**config.mk**
```make
export PLATFORM = sky130hd
export DESIGN_NAME = serial_cmd_decoder
export DESIGN_NICKNAME = d
export VERILOG_FILES = /design/src/verilog/serial_cmd_decoder.v
export VERILOG_INCLUDE_DIRS = /design/src /design/src/verilog
export SDC_FILE = /design/constraint.sdc
export NUM_CORES = 1
export LEC_CHECK = 0
export BUFFER_PORTS_ARGS = -buffer_cell sky130_fd_sc_hd__clkbuf_2
export CAP_MARGIN = 40
export CORE_AREA = 2 2 120 122
export CTS_CLUSTER_DIAMETER = 200
export DETAILED_ROUTE_END_ITERATION = 12
export DIE_AREA = 0 0 122 124
export GPL_TIMING_DRIVEN = 0
export PLACE_DENSITY_LB_ADDON = 0.05
export REMOVE_ABC_BUFFERS = 1
export SLEW_MARGIN = 30
export SYNTH_ARGS = -nofsm -noshare
export SYNTH_HDL_FRONTEND = slang
export SYNTH_SLANG_ARGS = --single-unit
```
**constraint.sdc**
```tcl
create_clock -name sys_clk -period 7.9 [get_ports sys_clk]
set_clock_uncertainty 0.15 [all_clocks]
set_input_delay 1.58 -clock sys_clk [delete_from_list [all_inputs] [get_ports sys_clk]]
set_output_delay 1.58 -clock sys_clk [all_outputs]
set_load 0.05 [all_outputs]
```
**src/verilog/cmd_decoder_defs.vh**
```
// Constants of the serial command decoder
`ifndef CMD_DECODER_DEFS_VH
`define CMD_DECODER_DEFS_VH

// =====================================
// Opcodes
`define OP_RESET      8'h06
`define OP_START      8'h08
`define OP_STOP       8'h0A
`define OP_READ_DATA  8'h12
`define OP_SYS_OFS    8'h16
`define OP_GAIN_CAL   8'h17
`define OP_SELF_OFS   8'h19
`define OP_REG_BASE   3'h1
`define OP_REG_TOP    7:5
`define OP_REG_ADDR   4:0

// =====================================
// Fill bytes and limits
`define BYTE_IDLE     8'hFF
`define BYTE_ZERO     8'h00
`define REG_COUNT     5'h13
`define LEN_STATUS    3'h4
`define LEN_DATA      3'h3
`define LEN_REG       3'h1

// =====================================
// Check code
`define CRC_POLY      8'h07
`define CRC_PRESET    8'hFF

// =====================================
// Reset values
`define RST_BYTE      8'h00
`define RST_WORD      24'h000000
`define RST_SEQ       40'h0000000000

`endif

```
**src/verilog/serial_cmd_decoder.v**
```verilog
// Serial command decoder with optional check-code framing
// Functional notes
// - opcode 06h resets converter and registers
// - opcode 08h starts conversions
// - opcode 0Ah stops conversions
// - send FFh, echo1, then echo2, CRC
// - buffered result readable anytime by 12h
// - colliding read gets old or new
// - data answer three to five bytes
// - no CRC: status opt, data MSB first
// - CRC on: data then CRC over payload
// - opcode 16h starts system offset cal
// - opcode 17h starts gain calibration
// - opcode 19h starts self offset cal
// - low five opcode bits address register
// - one register byte per read command
// - register byte shifted MSB first
// - unimplemented register reads as 00h
// - CRC on: register byte five, CRC six
// - CRC poly 07h, preset all ones
// - bad CRC: no exec, inverted CRC
// - execute after byte 2 or 4
`timescale 1ns/1ns
`default_nettype none
`include "cmd_decoder_defs.vh"

module serial_cmd_decoder (
  // Clock and reset
  input  wire        sys_clk,
  input  wire        rst,
  // Serial link pins
  input  wire        cs_n,
  input  wire        sclk,
  input  wire        din,
  output reg         serial_out_ready,
  // Configuration levels
  input  wire        check_framing_enable,
  input  wire        status_enable,
  input  wire        check_error_clear,
  // Converter side
  input  wire        conv_done,
  input  wire [23:0] conv_data,
  input  wire [7:0]  status_byte,
  // Register file side
  output reg  [4:0]  reg_rd_addr,
  input  wire [7:0]  reg_rd_data,
  // Command results
  output reg         dev_reset_pulse,
  output reg         converting,
  output reg         system_offset_cal_cmd,
  output reg         gain_cal_cmd,
  output reg         self_offset_cal_cmd,
  output reg         check_error_flag
);

  // =====================================
  // Phases of a frame
  localparam PH_CMD  = 1'b0;
  localparam PH_DATA = 1'b1;

  // Pin synchronisers
  reg        cs_s1_r;        // First stage, read by second only
  reg        cs_s2_r;        // Stable chip select
  reg        sck_s1_r;       // First stage
  reg        sck_s2_r;       // Stable link clock
  reg        sck_s3_r;       // Delayed for edge find
  reg        din_s1_r;       // First stage
  reg        din_s2_r;       // Stable data in
  // Frame state
  reg        phase_r;        // Command or data phase
  reg [2:0]  bit_r;          // Bits received in byte
  reg [1:0]  idx_r;          // Command byte index
  reg [7:0]  rx_r;           // Receive shifter
  reg [7:0]  tx_r;           // Transmit shifter
  reg [7:0]  op_r;           // First command byte
  reg [7:0]  crc_r;          // Check code of command
  reg        crc_ok_r;       // Received code matched
  reg [39:0] seq_r;          // Pending answer bytes
  reg [2:0]  rem_r;          // Answer bytes left
  reg [23:0] buf_r;          // Latest result
  reg        drdy_n_r;       // Low when new result
  wire       sck_rise;       // Link clock rising
  wire       sck_fall;       // Link clock falling
  wire [7:0] rx_byte;        // Completed byte
  wire       byte_done;      // Eighth bit taken
  assign sck_rise  = sck_s2_r & ~sck_s3_r;
  assign sck_fall  = ~sck_s2_r & sck_s3_r;
  assign rx_byte   = {rx_r[6:0], din_s2_r};
  assign byte_done = sck_fall & (bit_r == 3'h7);

  // =====================================
  // Check code over one byte, MSB first
  function [7:0] crc8;
    input [7:0] c_in;
    input [7:0] b;
    integer i;
    reg [7:0] c;
    begin
      c = c_in;
      for (i = 7; i >= 0; i = i - 1) begin
        c = (c[7] ^ b[i]) ? ({c[6:0], 1'b0} ^ `CRC_POLY) : {c[6:0], 1'b0};
      end
      crc8 = c;
    end
  endfunction

  // =====================================
  // Answer builder at execute time
  reg [31:0] pay;            // Payload bytes
  reg [2:0]  len;            // Payload length
  reg [7:0]  ocrc;           // Output check code
  reg [39:0] seq_nxt;        // Answer sequence
  reg [2:0]  rem_nxt;        // Answer length
  reg [7:0]  regb;           // Register byte
  always @* begin
    pay     = 32'h00000000;
    len     = 3'h0;
    ocrc    = `CRC_PRESET;
    seq_nxt = `RST_SEQ;
    rem_nxt = 3'h0;
    // Out-of-range register reads as zero
    regb = (op_r[`OP_REG_ADDR] < `REG_COUNT) ? reg_rd_data : `BYTE_ZERO;
    if (op_r == `OP_READ_DATA) begin
      // Whole buffered word, never mixed
      if (status_enable) begin
        pay = {status_byte, buf_r};
        len = `LEN_STATUS;
      end else begin
        pay = {buf_r, `BYTE_ZERO};
        len = `LEN_DATA;
      end
    end else if (op_r[`OP_REG_TOP] == `OP_REG_BASE) begin
      pay = {regb, 24'h000000};
      len = `LEN_REG;
    end
    // Code over payload bytes only
    if (len != 3'h0) begin
      ocrc = crc8(ocrc, pay[31:24]);
    end
    if (len > 3'h1) begin
      ocrc = crc8(ocrc, pay[23:16]);
      ocrc = crc8(ocrc, pay[15:8]);
    end
    if (len > 3'h3) begin
      ocrc = crc8(ocrc, pay[7:0]);
    end
    // Append code after payload when framed
    if (check_framing_enable) begin
      case (len)
        `LEN_STATUS: seq_nxt = {pay, ocrc};
        `LEN_DATA:   seq_nxt = {pay[31:8], ocrc, `BYTE_ZERO};
        `LEN_REG:    seq_nxt = {pay[31:24], ocrc, 24'h000000};
        default:     seq_nxt = `RST_SEQ;
      endcase
      rem_nxt = (len == 3'h0) ? 3'h0 : len + 3'h1;
    end else begin
      seq_nxt = {pay, `BYTE_ZERO};
      rem_nxt = len;
    end
  end

  // =====================================
  // Pin synchronisers
  always @(posedge sys_clk or posedge rst) begin
    if (rst) begin
      cs_s1_r  <= 1'b1;
      cs_s2_r  <= 1'b1;
      sck_s1_r <= 1'b0;
      sck_s2_r <= 1'b0;
      sck_s3_r <= 1'b0;
      din_s1_r <= 1'b0;
      din_s2_r <= 1'b0;
    end else begin
      cs_s1_r  <= cs_n;
      cs_s2_r  <= cs_s1_r;
      sck_s1_r <= sclk;
      sck_s2_r <= sck_s1_r;
      sck_s3_r <= sck_s2_r;
      din_s1_r <= din;
      din_s2_r <= din_s1_r;
    end
  end

  // =====================================
  // Result buffer; ready indicator is kept in the frame engine
  always @(posedge sys_clk or posedge rst) begin
    if (rst) begin
      buf_r <= `RST_WORD;
    end else if (conv_done) begin
      buf_r <= conv_data;
    end
  end

  // =====================================
  // Frame engine
  always @(posedge sys_clk or posedge rst) begin
    if (rst) begin
      phase_r               <= PH_CMD;
      bit_r                 <= 3'h0;
      idx_r                 <= 2'h0;
      rx_r                  <= `RST_BYTE;
      tx_r                  <= `BYTE_IDLE;
      op_r                  <= `RST_BYTE;
      crc_r                 <= `CRC_PRESET;
      crc_ok_r              <= 1'b0;
      seq_r                 <= `RST_SEQ;
      rem_r                 <= 3'h0;
      drdy_n_r              <= 1'b1;
      serial_out_ready      <= 1'b1;
      reg_rd_addr           <= 5'h00;
      dev_reset_pulse       <= 1'b0;
      converting            <= 1'b0;
      system_offset_cal_cmd <= 1'b0;
      gain_cal_cmd          <= 1'b0;
      self_offset_cal_cmd   <= 1'b0;
      check_error_flag      <= 1'b0;
    end else begin
      // Default: command pulses last one cycle
      dev_reset_pulse       <= 1'b0;
      system_offset_cal_cmd <= 1'b0;
      gain_cal_cmd          <= 1'b0;
      self_offset_cal_cmd   <= 1'b0;
      if (conv_done) begin
        drdy_n_r <= 1'b0;
      end
      if (check_error_clear) begin
        check_error_flag <= 1'b0;
      end
      if (cs_s2_r) begin
        // Deselected: abort and rearm frame
        phase_r          <= PH_CMD;
        bit_r            <= 3'h0;
        idx_r            <= 2'h0;
        rem_r            <= 3'h0;
        tx_r             <= `BYTE_IDLE;
        serial_out_ready <= drdy_n_r;
      end else begin
        // Launch next bit on rising edge
        if (sck_rise) begin
          serial_out_ready <= tx_r[7];
          tx_r             <= {tx_r[6:0], 1'b0};
        end
        // Sample input on falling edge
        if (sck_fall) begin
          rx_r  <= rx_byte;
          bit_r <= bit_r + 3'h1;
        end
        if (byte_done && phase_r == PH_DATA) begin
          // Stream answer bytes, then new frame
          if (rem_r == 3'h0) begin
            phase_r <= PH_CMD;
            idx_r   <= 2'h0;
            tx_r    <= `BYTE_IDLE;
          end else begin
            tx_r  <= seq_r[39:32];
            seq_r <= {seq_r[31:0], `BYTE_ZERO};
            rem_r <= rem_r - 3'h1;
          end
        end else if (byte_done) begin
          case (idx_r)
            2'h0: begin
              // Opcode taken, echo it back
              op_r        <= rx_byte;
              reg_rd_addr <= rx_byte[`OP_REG_ADDR];
              tx_r        <= rx_byte;
              crc_r       <= crc8(`CRC_PRESET, rx_byte);
              idx_r       <= 2'h1;
            end
            2'h1: begin
              crc_r <= crc8(crc_r, rx_byte);
              if (check_framing_enable) begin
                tx_r  <= rx_byte;
                idx_r <= 2'h2;
              end else begin
                idx_r <= 2'h0;
                if (rem_nxt == 3'h0) begin
                  tx_r <= `BYTE_IDLE;
                end else begin
                  tx_r    <= seq_nxt[39:32];
                  seq_r   <= {seq_nxt[31:0], `BYTE_ZERO};
                  rem_r   <= rem_nxt - 3'h1;
                  phase_r <= PH_DATA;
                end
              end
            end
            2'h2: begin
              // Compare host code, answer own code
              crc_ok_r <= (rx_byte == crc_r);
              tx_r     <= (rx_byte == crc_r) ? crc_r : ~crc_r;
              idx_r    <= 2'h3;
            end
            default: begin
              idx_r <= 2'h0;
              if (!crc_ok_r || rem_nxt == 3'h0) begin
                tx_r <= `BYTE_IDLE;
              end else begin
                tx_r    <= seq_nxt[39:32];
                seq_r   <= {seq_nxt[31:0], `BYTE_ZERO};
                rem_r   <= rem_nxt - 3'h1;
                phase_r <= PH_DATA;
              end
            end
          endcase
        end
        // Execute on last command byte if valid
        if (byte_done && phase_r == PH_CMD &&
            ((idx_r == 2'h1 && !check_framing_enable) ||
             (idx_r == 2'h3 && crc_ok_r))) begin
          case (op_r)
            `OP_RESET: begin
              dev_reset_pulse  <= 1'b1;
              converting       <= 1'b0;
              check_error_flag <= 1'b0;
            end
            `OP_START:    converting            <= 1'b1;
            `OP_STOP:     converting            <= 1'b0;
            `OP_SYS_OFS:  system_offset_cal_cmd <= 1'b1;
            `OP_GAIN_CAL: gain_cal_cmd          <= 1'b1;
            `OP_SELF_OFS: self_offset_cal_cmd   <= 1'b1;
            `OP_READ_DATA: begin
              if (!conv_done) begin
                drdy_n_r <= 1'b1;
              end
            end
            default: ;
          endcase
        end
        // Mismatch flag; set wins over clear
        if (byte_done && phase_r == PH_CMD && idx_r == 2'h2 &&
            rx_byte != crc_r) begin
          check_error_flag <= 1'b1;
        end
      end
    end
  end
endmodule // serial_cmd_decoder
`default_nettype wire

```
==> impl_metrics.csv, run 1 <==
group,metric,value,unit
status,status,"completed",
hold_path,min_to,"sck_s2_r",
die,die-area,15100,um^2
timing,fmax,193,MHz
placed_design,dpl_worst_slack,2.35,ns
timing,period_share,0.656,
layout,insertedDiodeCount,0,
logic_synthesis,syn_avg_cell_area,9.33,um^2
logic_synthesis,synth_top_area_share,0.294,
placed_design,hpwl,14700,um
timing,finalCriticalPeriod,5.19,ns
global_routing,overflow,0,
route,drtIter0Drc,444,
placed_design,port_buffers,60,
placed_design,place.gp.congestion,0.899,
route,vias_per_cell,5.93,
logic_synthesis,ys_ff_latch,112,
setup_path,rr_worst_depth,14,
die,die_h,124,um
global_routing,antenna_found_initial,0,
setup_path,critPathCaptureType,"flip-flop",
timing,tightestPinTransition,0.845,ns
cts,cts.htree.levels,3,
die,core_area,13700,um^2
hold_path,holdPathStages,0,
timing,setup_viol,0,
layout,drive_above_1_share,0.211,
logic_synthesis,ys_seq_area_frac,0.361,
setup_path,start_kind,"input port",
power_and_ir_drop,ir_drop,0.000113,V
logic_synthesis,synth_top_cells_by_count,"dfrtp_1 (92), nand2_1 (84), o21ai_0 (82)",
logic_synthesis,synthCells,840,
route,dr_total_vias,6108,
timing,finalHoldViolCount,0,
logic_synthesis,ys_warn_count,0,
timing,whs,0.201,ns
timing,drv_slew,0,
cts,path_clk_slew,0.08,ns
logic_synthesis,synth_edf_count,0,
logic_synthesis,yosysTopAreaCell,"dfrtp_1",
die,start_util,0.572,
setup_path,r2r-start,"op_r[7]",
die,row_count,43,
cts,cts_root_buffer,"clkbuf_16",
setup_path,worst-r2r-setup-slack,3.19,ns
logic_synthesis,synthFlopType,"dfrtp_1",
die,io-pin-count,61,
layout,final_net_count,901,
global_routing,grt_pass1_wl,32000,um
global_routing,grt_max_degree,58,
global_routing,grtUsageTotal,0.276,
timing,tns,0,ns
route,wire_per_inst,19.3,um
logic_synthesis,synthArstFlopShare,1.00,
cts,clock_sinks,112,
power_and_ir_drop,power.density_cell_area,177,nW/um^2
setup_path,cpPeakStageDelay,0.69,ns
timing,setup_ws,2.71,ns
cts,clk_path_buf_depth,2,
setup_path,crit_slowest_cell,"mux2i_1",
timing,slew_headroom,0.435,
hold_path,hold_class,"reg2reg",
cts,numCtsBuffers,9,
route,wirelength,19900,um
setup_path,crit_path_max_fanout,41,
layout,area_delta_synth_final,7.80,%
setup_path,cp.required,7.99,ns
route,dr.pass1.iters,5,
route,drc,0,
cts,clk_latency,0.36,ns
logic_synthesis,synthMostInstantiatedCell,"dfrtp_1",
cts,post_cts_resized,0,
setup_path,crit_type,"in2reg",
logic_synthesis,synth_area_leaders,"dfrtp_1 (29%), mux2_2 (7.2%), xnor2_1 (7.1%)",
global_routing,grt_pass1_vias,6000,
cts,hold_buffers,0,
cts,cts_tree,"yes",
logic_synthesis,syn_area,7840,um^2
timing,rsz0062_at_grt,"no",
die,die_w,122,um
setup_path,cp.arrival,5.28,ns
cts,post_cts_buffers,0,
hold_path,hp-start,"sck_s1_r",
flow_run,max-cap-violations,0,
route,ant_nets,0,
setup_path,cp_common_cell,"xnor2_1",
power_and_ir_drop,power.total,1500,uW
logic_synthesis,synth_cell_types,70,
setup_path,r2r-end,"seq_r[13]",
setup_path,path_cells,"clkbuf_4, mux2i_1, xnor2_1, xnor2_1, a21boi_0, xnor3_1, xnor3_1, xnor2_1, mux2i_1, a21oi_1, xnor2_1, xnor2_1, o21ai_1",
power_and_ir_drop,power.leakage,0.00364,uW
flip-flops by register name (all words and copies together), names as in the netlist, 2 cells and up:
signal and cells:
crc_r 8, idx_r 2, op_r 4, buf_r 24
reg_rd_addr 4, seq_r 32, rx_r 7, rem_r 3
tx_r 8, bit_r 3
critical path, delay by kind of cell:
| kind | cells | cell delay, ns |
|---|---|---|
| xor gates and xnor gates | 7 | 1.86 |
| buffers and inverters | 1 | 0.52 |
| muxes | 2 | 0.92 |
| AOI/OAI and AO/OA | 3 | 0.37 |
cells in the final DEF (no fill, tap or decap), types with 3 or more instances in the layout:
master     instances
o221ai_1           3
nor2_1            65
mux2i_1           39
dfstp_2           20
nand2b_1           8
a211oi_1           3
o21ai_0           82
xnor2_1           64
a21oi_1           56
a221oi_1           3
o211ai_1          14
o21ai_1            5
a31oi_1           12
dfrtp_1           92
o22ai_1            3
a221o_1            6
ha_1               7
nor3b_1            3
inv_1              4
clkbuf_2          59
or3_1              5
inv_8              3
nor2b_1            5
xnor3_2            3
nor3_1            13
nand3_1           14
nand2_1           83
xnor3_1            8
a41oi_1            5
xor2_1            42
a22oi_1            3
mux2_2            50
clkbuf_16          9
layout make-up:
type                       count  area [um^2]
timing repair buffer          66          399
clock buffer                  10          239
sequential                   112         2830
inverter                       5         26.3
fill                        1215         5270
multi-input combinational    651         4680
clock inverter                 6         52.6
tap                          180          225
kinds of logic (layout without fill, tap and decap cells):
family	count (synthesis)	count (layout)	share of synthesized area
fa+ha+maj	7	7	0.0112
buf+inv	77	87	0.0434
mux	91	91	0.125
xor+xnor	121	121	0.160
compound gates	215	215	0.172
flops	112	112	0.361
simple gates	217	217	0.127
metrics by stage:
step,area [um^2],utilization,cells
3_3_place_gp,8050,0.586,1008
5_1_grt,8450,0.616,1030
2_1_floorplan,7520,-,768
6_report,8450,0.616,1030
4_1_cts,8420,0.614,1028
3_5_place_dp,8130,0.593,1012
layer usage:
layer / wire length, um / global-route usage / vias to the layer above
met5: 0 / 0 / -
li1: - / - / 2963
met2: 9870 / 0.477 / 120
met3: 567 / 0.0462 / 46
met4: 804 / 0.124 / 0
met1: 8640 / 0.340 / 2979
where the power goes:
| part | internal [uW] | switching, uW |
|---|---|---|
| Clock | 228 | 228 |
| Combinational | 183 | 184 |
| Sequential | 606 | 68.8 |
| Total | 1020 | 481 |
worst max path at each step:
stage,to,from
floorplan,bit_r[0],rst
global placement,phase_r,rst
detailed placement,seq_r[15],status_enable
CTS,seq_r[15],status_enable
global route,seq_r[13],status_enable
finish,seq_r[15],status_enable
Power figures use the tool's default switching activity.
==> run 2, diff against run 1 <==
- CORE_AREA: 2 2 120 122 -> 2 2 123 125
- DIE_AREA: 0 0 122 124 -> 0 0 125 127
- clock period: 7.9 -> 4.45 ns (I/O delays scaled with it)
==> run 2 against run 1 <==
- clock-buffer cell count unchanged
- core utilization down 2.0 points
- design area up 1.6%
- sequential share of layout area down 0.54 points
- die area up 4.9%
- critical path type is now reg2reg
- largest cell class unchanged
- highest routed layer unchanged
==> impl_metrics.csv, run 2 (synthesized netlist as in run 1, its figures left out) <==
group,metric,value,unit
placed_design,port_buffers,60,
layout,top_regs,"seq_r (32), buf_r (24)",
route,drtIter0Drc,382,
route,ant_nets,0,
global_routing,overflow,0,
cts,cts_root_buffer,"clkbuf_16",
timing,finalHoldViolCount,0,
layout,final_net_count,912,
global_routing,grt_max_degree,64,
global_routing,grt_pass1_wl,32500,um
cts,clk_path_buf_depth,2,
power_and_ir_drop,switching_share,0.321,
die,start_util,0.544,
layout,layout_commonest_cell,"dfrtp_1",
layout,drive_above_1_share,0.226,
timing,setup_ws,0.177,ns
timing,fmax,234,MHz
layout,insertedDiodeCount,0,
timing,drv_slew,0,
placed_design,place.gp.congestion,0.886,
setup_path,cp_common_cell,"xnor2_1",
route,vias_per_cell,5.92,
cts,hold_buffers,0,
layout,final_cells,1045,
global_routing,grtUsageTotal,0.260,
die,die_w,125,um
route,wire_per_inst,19.5,um
die,core_area,14400,um^2
cts,clock_sinks,112,
die,die-area,15900,um^2
timing,rsz0062_at_grt,"no",
timing,slew_headroom,0.489,
setup_path,crit_path_max_fanout,16,
power_and_ir_drop,power.density_cell_area,310,nW/um^2
placed_design,hpwl,14900,um
setup_path,cpPeakStageDelay,0.65,ns
setup_path,start_kind,"flip-flop",
placed_design,placed_cell_area,8130,um^2
timing,period_share,0.960,
setup_path,crit_slowest_cell,"or4b_4",
power_and_ir_drop,p_int,1810,uW
setup_path,crit_type,"reg2reg",
power_and_ir_drop,comb_power_share,0.246,
die,io-pin-count,61,
route,dr.pass1.iters,5,
die,die_h,127,um
global_routing,grt_pass1_vias,6145,
layout,area_delta_synth_final,9.57,%
global_routing,antenna_found_initial,0,
layout,largest_reg_flops,32,
layout,registers.top_by_ff_count,"seq_r",
hold_path,hold_class,"reg2reg",
cts,cts.htree.levels,3,
flow_run,max-cap-violations,0,
power_and_ir_drop,seqPwrFrac,0.450,
cts,clk_latency,0.36,ns
setup_path,cp.arrival,4.36,ns
layout,most-common-layout-cells,"dfrtp_1 (92), nand2_1 (84), o21ai_0 (82), nor2_1 (64), xnor2_1 (63)",
timing,tightestPinTransition,0.765,ns
power_and_ir_drop,power.leakage,0.00371,uW
timing,finalCriticalPeriod,4.27,ns
timing,tns,0,ns
cts,path_clk_slew,0.07,ns
route,dr_total_vias,6190,
route,wirelength,20300,um
layout,final_area,8590,um^2
cts,numCtsBuffers,9,
setup_path,path_cells,"or4b_4, nor2_8, a22oi_2, xnor2_2, xnor3_1, xnor3_1, xnor2_1, mux2i_1, a21oi_1, xnor2_1, xnor2_1, o21ai_1",
placed_design,dp.cells,1016,
power_and_ir_drop,ir_drop,0.000185,V
setup_path,cp.required,4.54,ns
status,status,"completed",
timing,setup_viol,0,
die,row_count,44,
placed_design,dpl_worst_slack,-0.409,ns
power_and_ir_drop,p_clk_frac,0.304,
power_and_ir_drop,p_sw,855,uW
cts,cts_tree,"yes",
route,drc,0,
setup_path,critPathCaptureType,"flip-flop",
run 2: cell type report:
class | instances | area, um^2
inverters | 5 | 23.8
clock inverters | 6 | 52.6
well taps | 184 | 230
repair buffers | 76 | 480
clock buffers | 10 | 239
fillers | 1280 | 5830
multi-input cells | 652 | 4740
flip-flops and latches | 112 | 2830
run 2: final timing paths:
check / to / slack [ns] / start / cells after the start
setup / recovery: seq_r[14] / 0.18 / reg_rd_addr[3] / 12
hold / removal: sck_s2_r / 0.20 / sck_s1_r / 0
setup reg to reg: seq_r[14] / 0.18 / reg_rd_addr[3] / 12
hold reg to reg: sck_s2_r / 0.20 / sck_s1_r / 0
max in group asynchronous: tx_r[7] / 3.03 / rst / 3
min in group asynchronous: buf_r[19] / 0.39 / rst / 2
run 2: critical path, delay by kind of cell (launching register included):
kind                      cells  cell delay, ns
AOI/OAI and AO/OA             3            0.37
xor gates and xnor gates      6            1.95
DFF                           1            0.50
muxes                         1            0.24
and+or+nand+nor               2            0.93
run 2: power by group through the flow:
stage | sequential [uW] | combinational, uW | clock, uW
after floorplan | 1170 | 509 | 0
after global placement | 1220 | 621 | 0
after detailed placement | 1220 | 646 | 0
after CTS | 1200 | 651 | 825
after global routing | 1210 | 721 | 871
final | 1200 | 655 | 810
run 2: per-stage QoR:
stage                     power [uW]   util  hold WS (ns)
final                           2660  0.596         0.204
after global routing            2800  0.596         0.222
after CTS                       2680  0.587         0.208
after detailed placement        1860  0.564         0.191
after global placement          1840  0.558         0.184
after floorplan                 1680      -         0.181
run 2: what timing repair did:
item,CTS,global route
pin swaps,0,2
resized for setup,6,5
setup buffers,0,10
setup endpoints to repair,32,32
gates cloned,1,0
run 2: layer usage:
layer  vias to the layer above  part of all wire  GRT usage
met4                         0             0.038      0.118
met5                         -                 0          0
met2                       138              0.50      0.447
met1                      3033              0.44      0.327
li1                       2974                 -          -
met3                        45             0.029     0.0364
